`config.mk`:
```
export PLATFORM = sky130hd
export DESIGN_NAME = acst_ctrl
export DESIGN_NICKNAME = d
export VERILOG_FILES = /design/src/logic/acst_pkg.sv /design/src/logic/acst_ctrl.sv
export SDC_FILE = /design/constraint.sdc
export NUM_CORES = 1
export LEC_CHECK = 0
export BUFFER_PORTS_ARGS = -buffer_cell sky130_fd_sc_hd__buf_2
export CAP_MARGIN = 40
export CORE_MARGIN = 2
export CORE_UTILIZATION = 51
export CTS_CLUSTER_DIAMETER = 30
export DETAILED_ROUTE_END_ITERATION = 8
export PLACE_DENSITY_LB_ADDON = 0.1
export REMOVE_ABC_BUFFERS = 1
export SYNTH_ARGS = -nofsm -noshare
export SYNTH_HDL_FRONTEND = slang
export SYNTH_SLANG_ARGS = --single-unit
```
`constraint.sdc`:
```
create_clock -name core_clk_i -period 2.05 [get_ports core_clk_i]
set_input_delay 0.1025 -clock core_clk_i [delete_from_list [all_inputs] [get_ports core_clk_i]]
set_output_delay 0.1025 -clock core_clk_i [all_outputs]
set_load 0.01 [all_outputs]
```
`src/logic/acst_pkg.sv`:
```
// register map, field positions and reset values of the converter sequencer
package acst_pkg;
   localparam int          ADDR_W        = 10;
   localparam int          IDX_W         = 8;
   localparam int          RES_W         = 10;
   localparam int          CH_W          = 4;
   localparam int          PL_W          = 3;
   localparam int          VEC_W         = 6;
   // register indices; byte address is four times the index
   localparam logic [7:0]  IDX_THR_LO_A  = 8'hF0;
   localparam logic [7:0]  IDX_THR_LO_B  = 8'hF1;
   localparam logic [7:0]  IDX_THR_UP_A  = 8'hF2;
   localparam logic [7:0]  IDX_THR_UP_B  = 8'hF3;
   localparam logic [7:0]  IDX_CMP_FLAGS = 8'hF4;
   localparam logic [7:0]  IDX_CONV_DATA = 8'hF5;
   localparam logic [7:0]  IDX_SCAN_CTRL = 8'hFC;
   localparam logic [7:0]  IDX_RUN_CTRL  = 8'hFD;
   localparam logic [7:0]  IDX_IRQ_CTRL  = 8'hFE;
   localparam logic [7:0]  IDX_IRQ_VEC   = 8'hFF;
   // run control fields
   localparam int          RC_EXT_EN     = 4;
   localparam int          RC_INT_EN     = 3;
   localparam int          RC_POW        = 2;
   localparam int          RC_CONTINUOUS_MODE_SELECT       = 1;
   localparam int          RC_RUN        = 0;
   // scan control fields
   localparam int          SC_FIRST_LSB  = 4;
   localparam int          SC_CMP_LSB    = 0;
   // irq control fields
   localparam int          IC_EOC        = 7;
   localparam int          IC_AWD        = 6;
   localparam int          IC_EOC_IE     = 5;
   localparam int          IC_AWD_IE     = 4;
   localparam int          IC_PL_LSB     = 0;
   // irq vector fields
   localparam int          IV_VEC_LSB    = 2;
   localparam int          IV_WSEL       = 1;
   // conversion data fields
   localparam int          CD_CH_LSB     = 12;
   localparam int          CD_RES_LSB    = 0;
   // compare flag fields
   localparam int          CF_A          = 0;
   localparam int          CF_B          = 1;
   // reset values, last scan channel and channel step
   localparam logic [3:0]  RST_FIRST_CH  = 4'h0;
   localparam logic [3:0]  RST_CMP_CH    = 4'hF;
   localparam logic [2:0]  RST_PL        = 3'h7;
   localparam logic [9:0]  RST_THR_LO    = 10'h000;
   localparam logic [9:0]  RST_THR_UP    = 10'h3FF;
   localparam logic [5:0]  RST_VEC       = 6'h00;
   localparam logic        RST_WSEL      = 1'b1;
   localparam logic [3:0]  CH_LAST       = 4'hF;
   localparam logic [3:0]  CH_STEP       = 4'h1;

   typedef enum logic [2:0] {
      ACST_IDLE   = 3'b001,
      ACST_LAUNCH = 3'b010,
      ACST_WAIT   = 3'b100
   } acst_state_e;
endpackage

```
`src/logic/acst_ctrl.sv`:
```
// converter sequencer: triggers, scan, window compare, flags, apb registers
`timescale 1ns/1ps
module acst_ctrl (
   input  wire logic        core_clk_i,
   input  wire logic        rst_i,
   input  wire logic        psel_i,
   input  wire logic        penable_i,
   input  wire logic        pwrite_i,
   input  wire logic [9:0]  paddr_i,
   input  wire logic [31:0] pwdata_i,
   output logic      [31:0] prdata_o,
   output logic             pready_o,
   output logic             pslverr_o,
   input  wire logic        trigger_input_pin_i,
   input  wire logic        timer_event_i,
   output logic             conv_power_o,
   output logic             conv_start_o,
   output logic      [3:0]  conv_channel_o,
   input  wire logic        conv_done_i,
   input  wire logic [9:0]  conv_result_i,
   output logic             irq_request_o,
   output logic      [2:0]  irq_priority_level_o,
   output logic      [7:0]  irq_vector_o
);

   typedef struct packed {
      acst_pkg::acst_state_e state;
      logic [3:0]            chan;
      logic                  external_trigger_enable;
      logic                  internal_trigger_enable;
      logic                  converter_power_on;
      logic                  continuous_mode_select;
      logic                  conversion_run;
      logic [3:0]            first_converted_channel;
      logic [3:0]            cmp_channel;
      logic [9:0]            thr_lo_a;
      logic [9:0]            thr_lo_b;
      logic [9:0]            thr_up_a;
      logic [9:0]            thr_up_b;
      logic                  end_of_conversion_flag;
      logic                  window_alarm_flag;
      logic                  eoc_irq_enable;
      logic                  window_alarm_irq_enable;
      logic [2:0]            irq_priority_level;
      logic [5:0]            vector_base;
      logic                  source_word_select;
      logic [1:0]            compare_result_flags;
      logic [9:0]            last_result;
      logic [3:0]            last_channel;
      logic [31:0]           prdata;
      logic                  pslverr;
      logic                  trig_s1;
      logic                  trig_s2;
      logic                  trig_d;
   } acst_regs_s;

   localparam acst_regs_s REGS_RESET = '{
      state:                   acst_pkg::ACST_IDLE,
      chan:                    acst_pkg::RST_FIRST_CH,
      first_converted_channel: acst_pkg::RST_FIRST_CH,
      cmp_channel:             acst_pkg::RST_CMP_CH,
      thr_lo_a:                acst_pkg::RST_THR_LO,
      thr_lo_b:                acst_pkg::RST_THR_LO,
      thr_up_a:                acst_pkg::RST_THR_UP,
      thr_up_b:                acst_pkg::RST_THR_UP,
      irq_priority_level:      acst_pkg::RST_PL,
      vector_base:             acst_pkg::RST_VEC,
      source_word_select:      acst_pkg::RST_WSEL,
      trig_s1:                 1'b1,
      trig_s2:                 1'b1,
      trig_d:                  1'b1,
      default:                 '0
   };

   acst_regs_s q;
   acst_regs_s next_q;

   logic [7:0] idx;
   logic       acc;
   logic       setup;
   logic       wr;
   logic       run_wr;
   logic       scan_wr;
   logic       icr_wr;
   logic       trig_fall;
   logic       ext_hit;
   logic       int_hit;
   logic       trig_hit;
   logic       conv_ack;
   logic       seq_end;
   logic [3:0] ch_a;
   logic       a_hit;
   logic       b_hit;
   assign idx      = paddr_i[9:2];
   assign setup    = psel_i & ~penable_i;
   assign acc      = psel_i & penable_i;
   assign wr       = acc & pwrite_i & ~q.pslverr;
   assign run_wr   = wr & (idx == acst_pkg::IDX_RUN_CTRL);
   assign scan_wr  = wr & (idx == acst_pkg::IDX_SCAN_CTRL);
   assign icr_wr   = wr & (idx == acst_pkg::IDX_IRQ_CTRL);
   // falling edge only after both sync stages
   assign trig_fall = q.trig_d & ~q.trig_s2;
   assign ext_hit   = trig_fall & q.external_trigger_enable;
   assign int_hit   = timer_event_i & q.internal_trigger_enable;
   assign trig_hit  = ext_hit | int_hit;
   assign conv_ack  = (q.state == acst_pkg::ACST_WAIT) & conv_done_i;
   assign seq_end   = conv_ack & (q.chan == acst_pkg::CH_LAST);
   // channel A sits one below B, so B=0 wraps A to 15
   assign ch_a      = 4'(q.cmp_channel - acst_pkg::CH_STEP);
   assign a_hit     = conv_ack & (q.chan == ch_a)
                    & ((conv_result_i > q.thr_up_a) | (conv_result_i < q.thr_lo_a));
   assign b_hit     = conv_ack & (q.chan == q.cmp_channel)
                    & ((conv_result_i > q.thr_up_b) | (conv_result_i < q.thr_lo_b));
   always_comb begin
      logic [31:0] rd;
      logic        mapped;
      rd     = '0;
      mapped = 1'b1;
      next_q = q;

      next_q.trig_s1 = trigger_input_pin_i;
      next_q.trig_s2 = q.trig_s1;
      next_q.trig_d  = q.trig_s2;
      // sequencer
      case (q.state)
         acst_pkg::ACST_IDLE: begin
            if (q.conversion_run & q.converter_power_on) begin
               next_q.state = acst_pkg::ACST_LAUNCH;
               next_q.chan  = q.first_converted_channel;
            end
         end
         acst_pkg::ACST_LAUNCH: begin
            next_q.state = acst_pkg::ACST_WAIT;
         end
         acst_pkg::ACST_WAIT: begin
            if (conv_ack) begin
               next_q.last_result  = conv_result_i;
               next_q.last_channel = q.chan;
               if (seq_end) begin
                  if (q.continuous_mode_select) begin
                     next_q.state = acst_pkg::ACST_LAUNCH;
                     next_q.chan  = q.first_converted_channel;
                  end else begin
                     next_q.state          = acst_pkg::ACST_IDLE;
                     next_q.conversion_run = 1'b0;
                  end
               end else begin
                  next_q.state = acst_pkg::ACST_LAUNCH;
                  next_q.chan  = 4'(q.chan + acst_pkg::CH_STEP);
               end
            end
         end
         default: begin
            next_q.state = acst_pkg::ACST_IDLE;
         end
      endcase
      // register writes
      if (wr) begin
         case (idx)
            acst_pkg::IDX_THR_LO_A: next_q.thr_lo_a = pwdata_i[9:0];
            acst_pkg::IDX_THR_LO_B: next_q.thr_lo_b = pwdata_i[9:0];
            acst_pkg::IDX_THR_UP_A: next_q.thr_up_a = pwdata_i[9:0];
            acst_pkg::IDX_THR_UP_B: next_q.thr_up_b = pwdata_i[9:0];
            acst_pkg::IDX_SCAN_CTRL: begin
               next_q.first_converted_channel = pwdata_i[acst_pkg::SC_FIRST_LSB +: 4];
               next_q.cmp_channel             = pwdata_i[acst_pkg::SC_CMP_LSB +: 4];
            end
            acst_pkg::IDX_RUN_CTRL: begin
               next_q.external_trigger_enable = pwdata_i[acst_pkg::RC_EXT_EN];
               next_q.internal_trigger_enable = pwdata_i[acst_pkg::RC_INT_EN];
               next_q.converter_power_on      = pwdata_i[acst_pkg::RC_POW];
               next_q.continuous_mode_select  = pwdata_i[acst_pkg::RC_CONTINUOUS_MODE_SELECT];
               next_q.conversion_run          = pwdata_i[acst_pkg::RC_RUN];
            end
            acst_pkg::IDX_IRQ_CTRL: begin
               next_q.eoc_irq_enable          = pwdata_i[acst_pkg::IC_EOC_IE];
               next_q.window_alarm_irq_enable = pwdata_i[acst_pkg::IC_AWD_IE];
               next_q.irq_priority_level      = pwdata_i[acst_pkg::IC_PL_LSB +: 3];
            end
            acst_pkg::IDX_IRQ_VEC: begin
               next_q.vector_base = pwdata_i[acst_pkg::IV_VEC_LSB +: 6];
            end
            default: begin
            end
         endcase
      end
      // an incoming trigger beats a same-cycle run clear
      if (trig_hit) begin
         next_q.conversion_run = 1'b1;
      end
      // a run or scan control write restarts the scan
      if (run_wr | scan_wr) begin
         if (next_q.conversion_run & next_q.converter_power_on) begin
            next_q.state = acst_pkg::ACST_LAUNCH;
            next_q.chan  = next_q.first_converted_channel;
         end else begin
            next_q.state = acst_pkg::ACST_IDLE;
         end
      end
      if (!next_q.converter_power_on) begin
         next_q.state = acst_pkg::ACST_IDLE;
      end
      // flags: software write loads, compare flags clear on write one, hardware set wins
      next_q.end_of_conversion_flag = (icr_wr ? pwdata_i[acst_pkg::IC_EOC]
                                      : q.end_of_conversion_flag) | seq_end;
      next_q.window_alarm_flag = (icr_wr ? pwdata_i[acst_pkg::IC_AWD]
                                 : q.window_alarm_flag) | a_hit | b_hit;
      next_q.compare_result_flags = (q.compare_result_flags
         & ~((wr & (idx == acst_pkg::IDX_CMP_FLAGS)) ? pwdata_i[1:0] : 2'h0))
         | {b_hit, a_hit};
      // alarm outranks end of conversion; end stays pending
      if (q.window_alarm_flag & q.window_alarm_irq_enable) begin
         next_q.source_word_select = 1'b0;
      end else if (q.end_of_conversion_flag & q.eoc_irq_enable) begin
         next_q.source_word_select = 1'b1;
      end
      // read data captured in setup so prdata comes from a flop
      case (idx)
         acst_pkg::IDX_THR_LO_A:  rd[9:0] = q.thr_lo_a;
         acst_pkg::IDX_THR_LO_B:  rd[9:0] = q.thr_lo_b;
         acst_pkg::IDX_THR_UP_A:  rd[9:0] = q.thr_up_a;
         acst_pkg::IDX_THR_UP_B:  rd[9:0] = q.thr_up_b;
         acst_pkg::IDX_CMP_FLAGS: rd[1:0] = q.compare_result_flags;
         acst_pkg::IDX_CONV_DATA: begin
            rd[acst_pkg::CD_RES_LSB +: 10] = q.last_result;
            rd[acst_pkg::CD_CH_LSB +: 4]   = q.last_channel;
         end
         acst_pkg::IDX_SCAN_CTRL: begin
            rd[acst_pkg::SC_FIRST_LSB +: 4] = q.first_converted_channel;
            rd[acst_pkg::SC_CMP_LSB +: 4]   = q.cmp_channel;
         end
         acst_pkg::IDX_RUN_CTRL: begin
            rd[acst_pkg::RC_EXT_EN] = q.external_trigger_enable;
            rd[acst_pkg::RC_INT_EN] = q.internal_trigger_enable;
            rd[acst_pkg::RC_POW]    = q.converter_power_on;
            rd[acst_pkg::RC_CONTINUOUS_MODE_SELECT]   = q.continuous_mode_select;
            rd[acst_pkg::RC_RUN]    = q.conversion_run;
         end
         acst_pkg::IDX_IRQ_CTRL: begin
            rd[acst_pkg::IC_EOC]        = q.end_of_conversion_flag;
            rd[acst_pkg::IC_AWD]        = q.window_alarm_flag;
            rd[acst_pkg::IC_EOC_IE]     = q.eoc_irq_enable;
            rd[acst_pkg::IC_AWD_IE]     = q.window_alarm_irq_enable;
            rd[acst_pkg::IC_PL_LSB +: 3] = q.irq_priority_level;
         end
         acst_pkg::IDX_IRQ_VEC: begin
            rd[acst_pkg::IV_VEC_LSB +: 6] = q.vector_base;
            rd[acst_pkg::IV_WSEL]         = q.source_word_select;
         end
         default: begin
            mapped = 1'b0;
         end
      endcase
      if (setup) begin
         next_q.prdata  = rd;
         next_q.pslverr = ~mapped;
      end
   end
   always_ff @(posedge core_clk_i) begin
      if (rst_i) begin
         q <= REGS_RESET;
      end else begin
         q <= next_q;
      end
   end

   assign prdata_o             = q.prdata;
   assign pready_o             = acc;
   assign pslverr_o            = acc & q.pslverr;
   assign conv_power_o         = q.converter_power_on;
   // a done still in flight from a restarted scan is dropped in launch
   assign conv_start_o         = (q.state == acst_pkg::ACST_LAUNCH);
   assign conv_channel_o       = q.chan;
   assign irq_request_o        = (q.end_of_conversion_flag & q.eoc_irq_enable)
                               | (q.window_alarm_flag & q.window_alarm_irq_enable);
   assign irq_priority_level_o = q.irq_priority_level;
   assign irq_vector_o         = {q.vector_base, q.source_word_select, 1'b0};
   // checks
   logic quiet;
   assign quiet = ~wr;

   property p_ext_ignored;
      @(posedge core_clk_i) disable iff (rst_i)
      (trig_fall & ~q.external_trigger_enable & ~timer_event_i & ~q.conversion_run
       & q.state == acst_pkg::ACST_IDLE & quiet) |=> ~q.conversion_run;
   endproperty
   a_ext_ignored: assert property (p_ext_ignored)
      else $error("disabled pin trigger started a run");
   property p_timer_start;
      @(posedge core_clk_i) disable iff (rst_i)
      (timer_event_i & q.internal_trigger_enable & q.converter_power_on & quiet)
         |=> q.conversion_run ##1 (q.state != acst_pkg::ACST_IDLE);
   endproperty
   a_timer_start: assert property (p_timer_start)
      else $error("timer event did not start a sequence");
   property p_single_end;
      @(posedge core_clk_i) disable iff (rst_i)
      (seq_end & ~q.continuous_mode_select & ~trig_hit & quiet)
         |=> (~q.conversion_run & q.state == acst_pkg::ACST_IDLE & q.end_of_conversion_flag);
   endproperty
   a_single_end: assert property (p_single_end)
      else $error("single sequence did not stop with end flag");
   property p_continuous_mode_select_repeat;
      @(posedge core_clk_i) disable iff (rst_i)
      (seq_end & q.continuous_mode_select & quiet)
         |=> (conv_start_o & conv_channel_o == $past(q.first_converted_channel));
   endproperty
   a_continuous_mode_select_repeat: assert property (p_continuous_mode_select_repeat)
      else $error("continuous mode did not relaunch from first channel");
   property p_restart;
      @(posedge core_clk_i) disable iff (rst_i)
      (run_wr & pwdata_i[acst_pkg::RC_RUN] & pwdata_i[acst_pkg::RC_POW])
         |=> (conv_start_o & conv_channel_o == q.first_converted_channel) ##1 ~conv_start_o;
   endproperty
   a_restart: assert property (p_restart)
      else $error("control write did not restart the scan");
   property p_stop;
      @(posedge core_clk_i) disable iff (rst_i)
      (run_wr & ~pwdata_i[acst_pkg::RC_RUN] & ~trig_hit)
         |=> (~conv_start_o & ~q.conversion_run)[*2];
   endproperty
   a_stop: assert property (p_stop)
      else $error("run clear did not stop conversion");
   property p_power_down;
      @(posedge core_clk_i) disable iff (rst_i)
      ~q.converter_power_on |-> ~conv_start_o & ~conv_power_o;
   endproperty
   a_power_down: assert property (p_power_down)
      else $error("conversion launched while powered down");
   property p_step;
      @(posedge core_clk_i) disable iff (rst_i)
      (conv_ack & ~seq_end & quiet)
         |=> (conv_start_o & conv_channel_o == 4'($past(q.chan) + acst_pkg::CH_STEP));
   endproperty
   a_step: assert property (p_step)
      else $error("scan did not advance to the next channel");
   property p_alarm;
      @(posedge core_clk_i) disable iff (rst_i)
      (a_hit | b_hit) |=> (q.window_alarm_flag & (|q.compare_result_flags));
   endproperty
   a_alarm: assert property (p_alarm)
      else $error("window excursion not flagged");
   property p_sw_irq;
      @(posedge core_clk_i) disable iff (rst_i)
      (icr_wr & pwdata_i[acst_pkg::IC_EOC] & pwdata_i[acst_pkg::IC_EOC_IE])
         |=> irq_request_o ##1 irq_vector_o[acst_pkg::IV_WSEL] | q.window_alarm_flag;
   endproperty
   a_sw_irq: assert property (p_sw_irq)
      else $error("software flag set raised no request");
   property p_mask;
      @(posedge core_clk_i) disable iff (rst_i)
      (~q.eoc_irq_enable & ~q.window_alarm_irq_enable) |-> ~irq_request_o;
   endproperty
   a_mask: assert property (p_mask)
      else $error("masked request forwarded");
   property p_alarm_first;
      @(posedge core_clk_i) disable iff (rst_i)
      (q.window_alarm_flag & q.window_alarm_irq_enable)
         |=> ~irq_vector_o[acst_pkg::IV_WSEL];
   endproperty
   a_alarm_first: assert property (p_alarm_first)
      else $error("alarm did not take the lower vector word");
   c_single_seq: cover property (@(posedge core_clk_i) disable iff (rst_i)
      seq_end & ~q.continuous_mode_select);
   c_continuous_mode_select_seq: cover property (@(posedge core_clk_i) disable iff (rst_i)
      seq_end & q.continuous_mode_select);
   c_pin_start: cover property (@(posedge core_clk_i) disable iff (rst_i) ext_hit);
   c_both_flags: cover property (@(posedge core_clk_i) disable iff (rst_i)
      q.window_alarm_flag & q.end_of_conversion_flag & irq_request_o);

endmodule // acst_ctrl

```
==> impl_metrics.yaml <==
outcome:
  outcome: "finished clean"
sta:
  tns_ns: 0
  tightest_slew_ns: 0.501
  setup_ws_ns: 0.0291
  setup_violations: 0
  rsz0062_at_grt: "yes"
  whs_ns: 0.0351
  report.final.slew_viol_count: 0
  final-hold-violation-count: 0
  min_period_ns: 2.02
  fin_crit_sh_pct: 98.6
  fmax_ghz: 0.495
  max_slew_margin_pct: 66.6
  skew_ns: 0.00905
yosys:
  synthTopCellsByArea: "dfxtp_1, ha_1, nand2_1, a21oi_1, mux2i_1"
  synth.most_common_cell: "nand2_1"
  synth-seq-cells: 108
  syn-cell-area_sq_mm: 0.00639
  async_flop_share_pct: 0
  avgSynthCellArea_sq_um: 8.21
  synthTopCellsByCount: "nand2_1, dfxtp_1, a21oi_1, inv_1, buf_4"
  synth_ff_type: "dfxtp_1"
  synth_top_cell_by_area: "dfxtp_1"
  synth-edff-count: 0
  synth_cells: 779
  synth_cell_types: 67
  seq_area_frac_synth_pct: 33.8
  synth_warnings: 0
  synth_top_area_share_pct: 33.8
setup_path:
  reg2reg_slack_ns: 0.03
  cp-end-kind: "flop"
  crit_arrival_ns: 2.26
  path_depth: 7
  critPathMaxFanout: 4
  required_ns: 2.29
  slowest_stage: "nor3_1"
  cp_top_family: "simple AND/OR/NAND/NOR gates"
  worst-setup-path-type: "reg2reg"
  critPathLaunchType: "flop"
  rr_worst_depth: 7
  crit_chain: "and4b_1 > nand3_2 > nor3_1 > buf_4 > mux2i_1 > a21o_1 > a21oi_1"
  startpoint: "q[3]"
  crit_path_end: "conv_channel_o[0]"
  r2r_start: "q[3]"
  crit_buf_inv: 1
  reg2reg_to: "conv_channel_o[0]"
  cp_slowest_stage_delay_ns: 0.36
final_layout:
  seqCellArea_sq_mm: 0.00217
  nets: 946
  antenna_cells: 0
  postLayoutCellArea_sq_mm: 0.00738
  drive_gt1_share_pct: 22.7
  num-fill-cells: 1102
  utilization_pct: 61.0
  syn_to_final_growth_pct: 15.5
  multi_input_area_sq_mm: 0.00372
floorplan:
  fp.coreArea_sq_mm: 0.0121
  die_y_um: 116
  io-pin-count: 112
  initial_core_util_pct: 52.8
  fp-row-count: 40
  die_w_um: 116
  dieArea_sq_mm: 0.0134
clocking:
  tritoncts: "built"
  clockRootBuffer: "clkbuf_16"
  clk_pin_slew_worst_paths_ns: 0.07
  cts.sinks: 108
  ctsLongestPathBuffers: 2
  cts_buffers: 9
  htreeDepth: 3
  clk-insertion-delay-late_ns: 0.36
detailed_routing:
  drcViolationCount: 0
  wl_per_cell_um: 18.4
  drt_iter0_drc: 469
  ant_nets: 0
  drt-total-wl_um: 18700
  firstDrtPassIters: 5
  viasPerCell: 5.73
  num_vias: 5839
global_routing:
  antenna_found_initial: 0
  grt_max_degree: 45
  grt_first_pass_wirelength_um: 29000
  overflow: 0
  track_usage_pct: 28.4
  grt_pass1_vias: 5440
power_and_ir_drop:
  ir_worst_vdd_mv: 0.653
  p_per_area_mw_per_mm2: 563
  leakage_uw: 0.00308
place:
  placed_area_sq_mm: 0.00692
  dp_hpwl_um: 14200
  dp_slack_ns: -0.0573
  numPortBuffers: 68
  gp_congestion: 0.937
run:
  cap_violations: 0
worst_hold_path:
  holdPathStages: 3
  min_path_type: "in2reg"
-- worst min path at each step --
stage                             end                start  slack (ns)
after floorplan           prdata_o[0]                rst_i        0.17
after global placement      next_q[1]  trigger_input_pin_i        0.29
after detailed placement    next_q[1]  trigger_input_pin_i        0.30
after CTS                       q[85]          pwdata_i[9]        0.02
after global routing            q[84]          pwdata_i[8]        0.05
final                           q[75]          pwdata_i[9]        0.04
-- layer usage --
metal | GRT usage (%) | vias to the layer above | part of all wire [%] | routed length [um]
met5 | 0 | - | 0 | 0
met4 | 7.94 | 0 | 1.7 | 322
met3 | 4.08 | 23 | 6.7 | 1250
met2 | 44.3 | 229 | 45 | 8390
met1 | 41.2 | 2783 | 47 | 8750
li1 | - | 2804 | - | -
-- through the flow --
step                total power, uW  cells
floorplan                      2320    709
CTS                            4170   1016
detailed placement             2540    998
finish                         4150   1019
global placement               2530    998
global route                   4290   1019
-- logic make-up (layout without fill, tap and decap cells) --
family / count (synthesis) / count (layout) / synth area share (%)
buffers and inverters: 139 / 193 / 11.2
xor gates and xnor gates: 8 / 8 / 1.10
muxes: 51 / 51 / 9.45
DFF: 108 / 108 / 33.8
AOI/OAI and AO/OA: 173 / 173 / 17.0
other: 1 / 19 / 0.0587
adders and majority gates: 40 / 40 / 7.83
and+or+nand+nor: 259 / 259 / 19.6
-- power by group --
| group | total [uW] | switching, uW | leakage [uW] | internal, uW |
|---|---|---|---|---|
| Sequential | 2110 | 4.29 | 0.000871 | 2100 |
| Clock | 1650 | 821 | 0.000128 | 829 |
| Combinational | 396 | 260 | 0.00209 | 137 |
-- worst register-to-register path, delay by kind of cell, from the launching register on --
family	cells	cell delay (ns)
mux	1	0.35
simple gates	3	0.81
buf+inv	1	0.21
flops	1	0.33
compound gates	2	0.21
-- final cells by class --
cell class              instances  share of cell area [%]
clock buffers                   9                    3.05
flip-flops and latches        108                    29.4
clock inverters                 7                   0.678
well taps                     168                    2.85
multi-input cells             550                    50.4
inverters                      51                    2.59
repair buffers                126                    11.1
-- registers in the layout, summed over array words and instances, names as in the netlist --
name / count
conv_power_o: 1
next_q: 2
prdata_o: 14
irq_priority_level_o: 3
irq_vector_o: 7
q: 77
conv_channel_o: 4
-- cells in the final DEF (no fill, tap or decap), types with 5 or more instances in the layout --
master     synthesis  routed
inv_1             50      49
nand2b_1           7       7
mux4_2             7       7
nand3_1           31      31
mux2_2             5       5
a22oi_1            5       5
a21o_1             5       5
buf_2              9      69
o21ai_0           24      23
mux2i_1           39      39
nand2_1          112     110
nor2b_1            5       5
conb_1             1      19
nand4_1            7       7
dfxtp_2            0       6
dfxtp_1          108     102
nor3_1            17      15
nor2_1            45      44
buf_4             47      52
a211oi_1           8       6
o211ai_1          14      14
ha_1              40      36
a21oi_1           78      77
clkbuf_16          0       9
-- what timing repair did --
| item | 4_1_cts | 5_1_grt |
|---|---|---|
| endpoints found under the hold margin | 1 | 0 |
| setup buffers | 1 | 2 |
| cloned | 0 | 1 |
| setup endpoints to repair | 3 | 14 |
| pin swaps | 0 | 7 |
| gates resized for setup | 5 | 28 |
| hold buffers | 1 | 0 |
(Power assumes the default switching activity.)
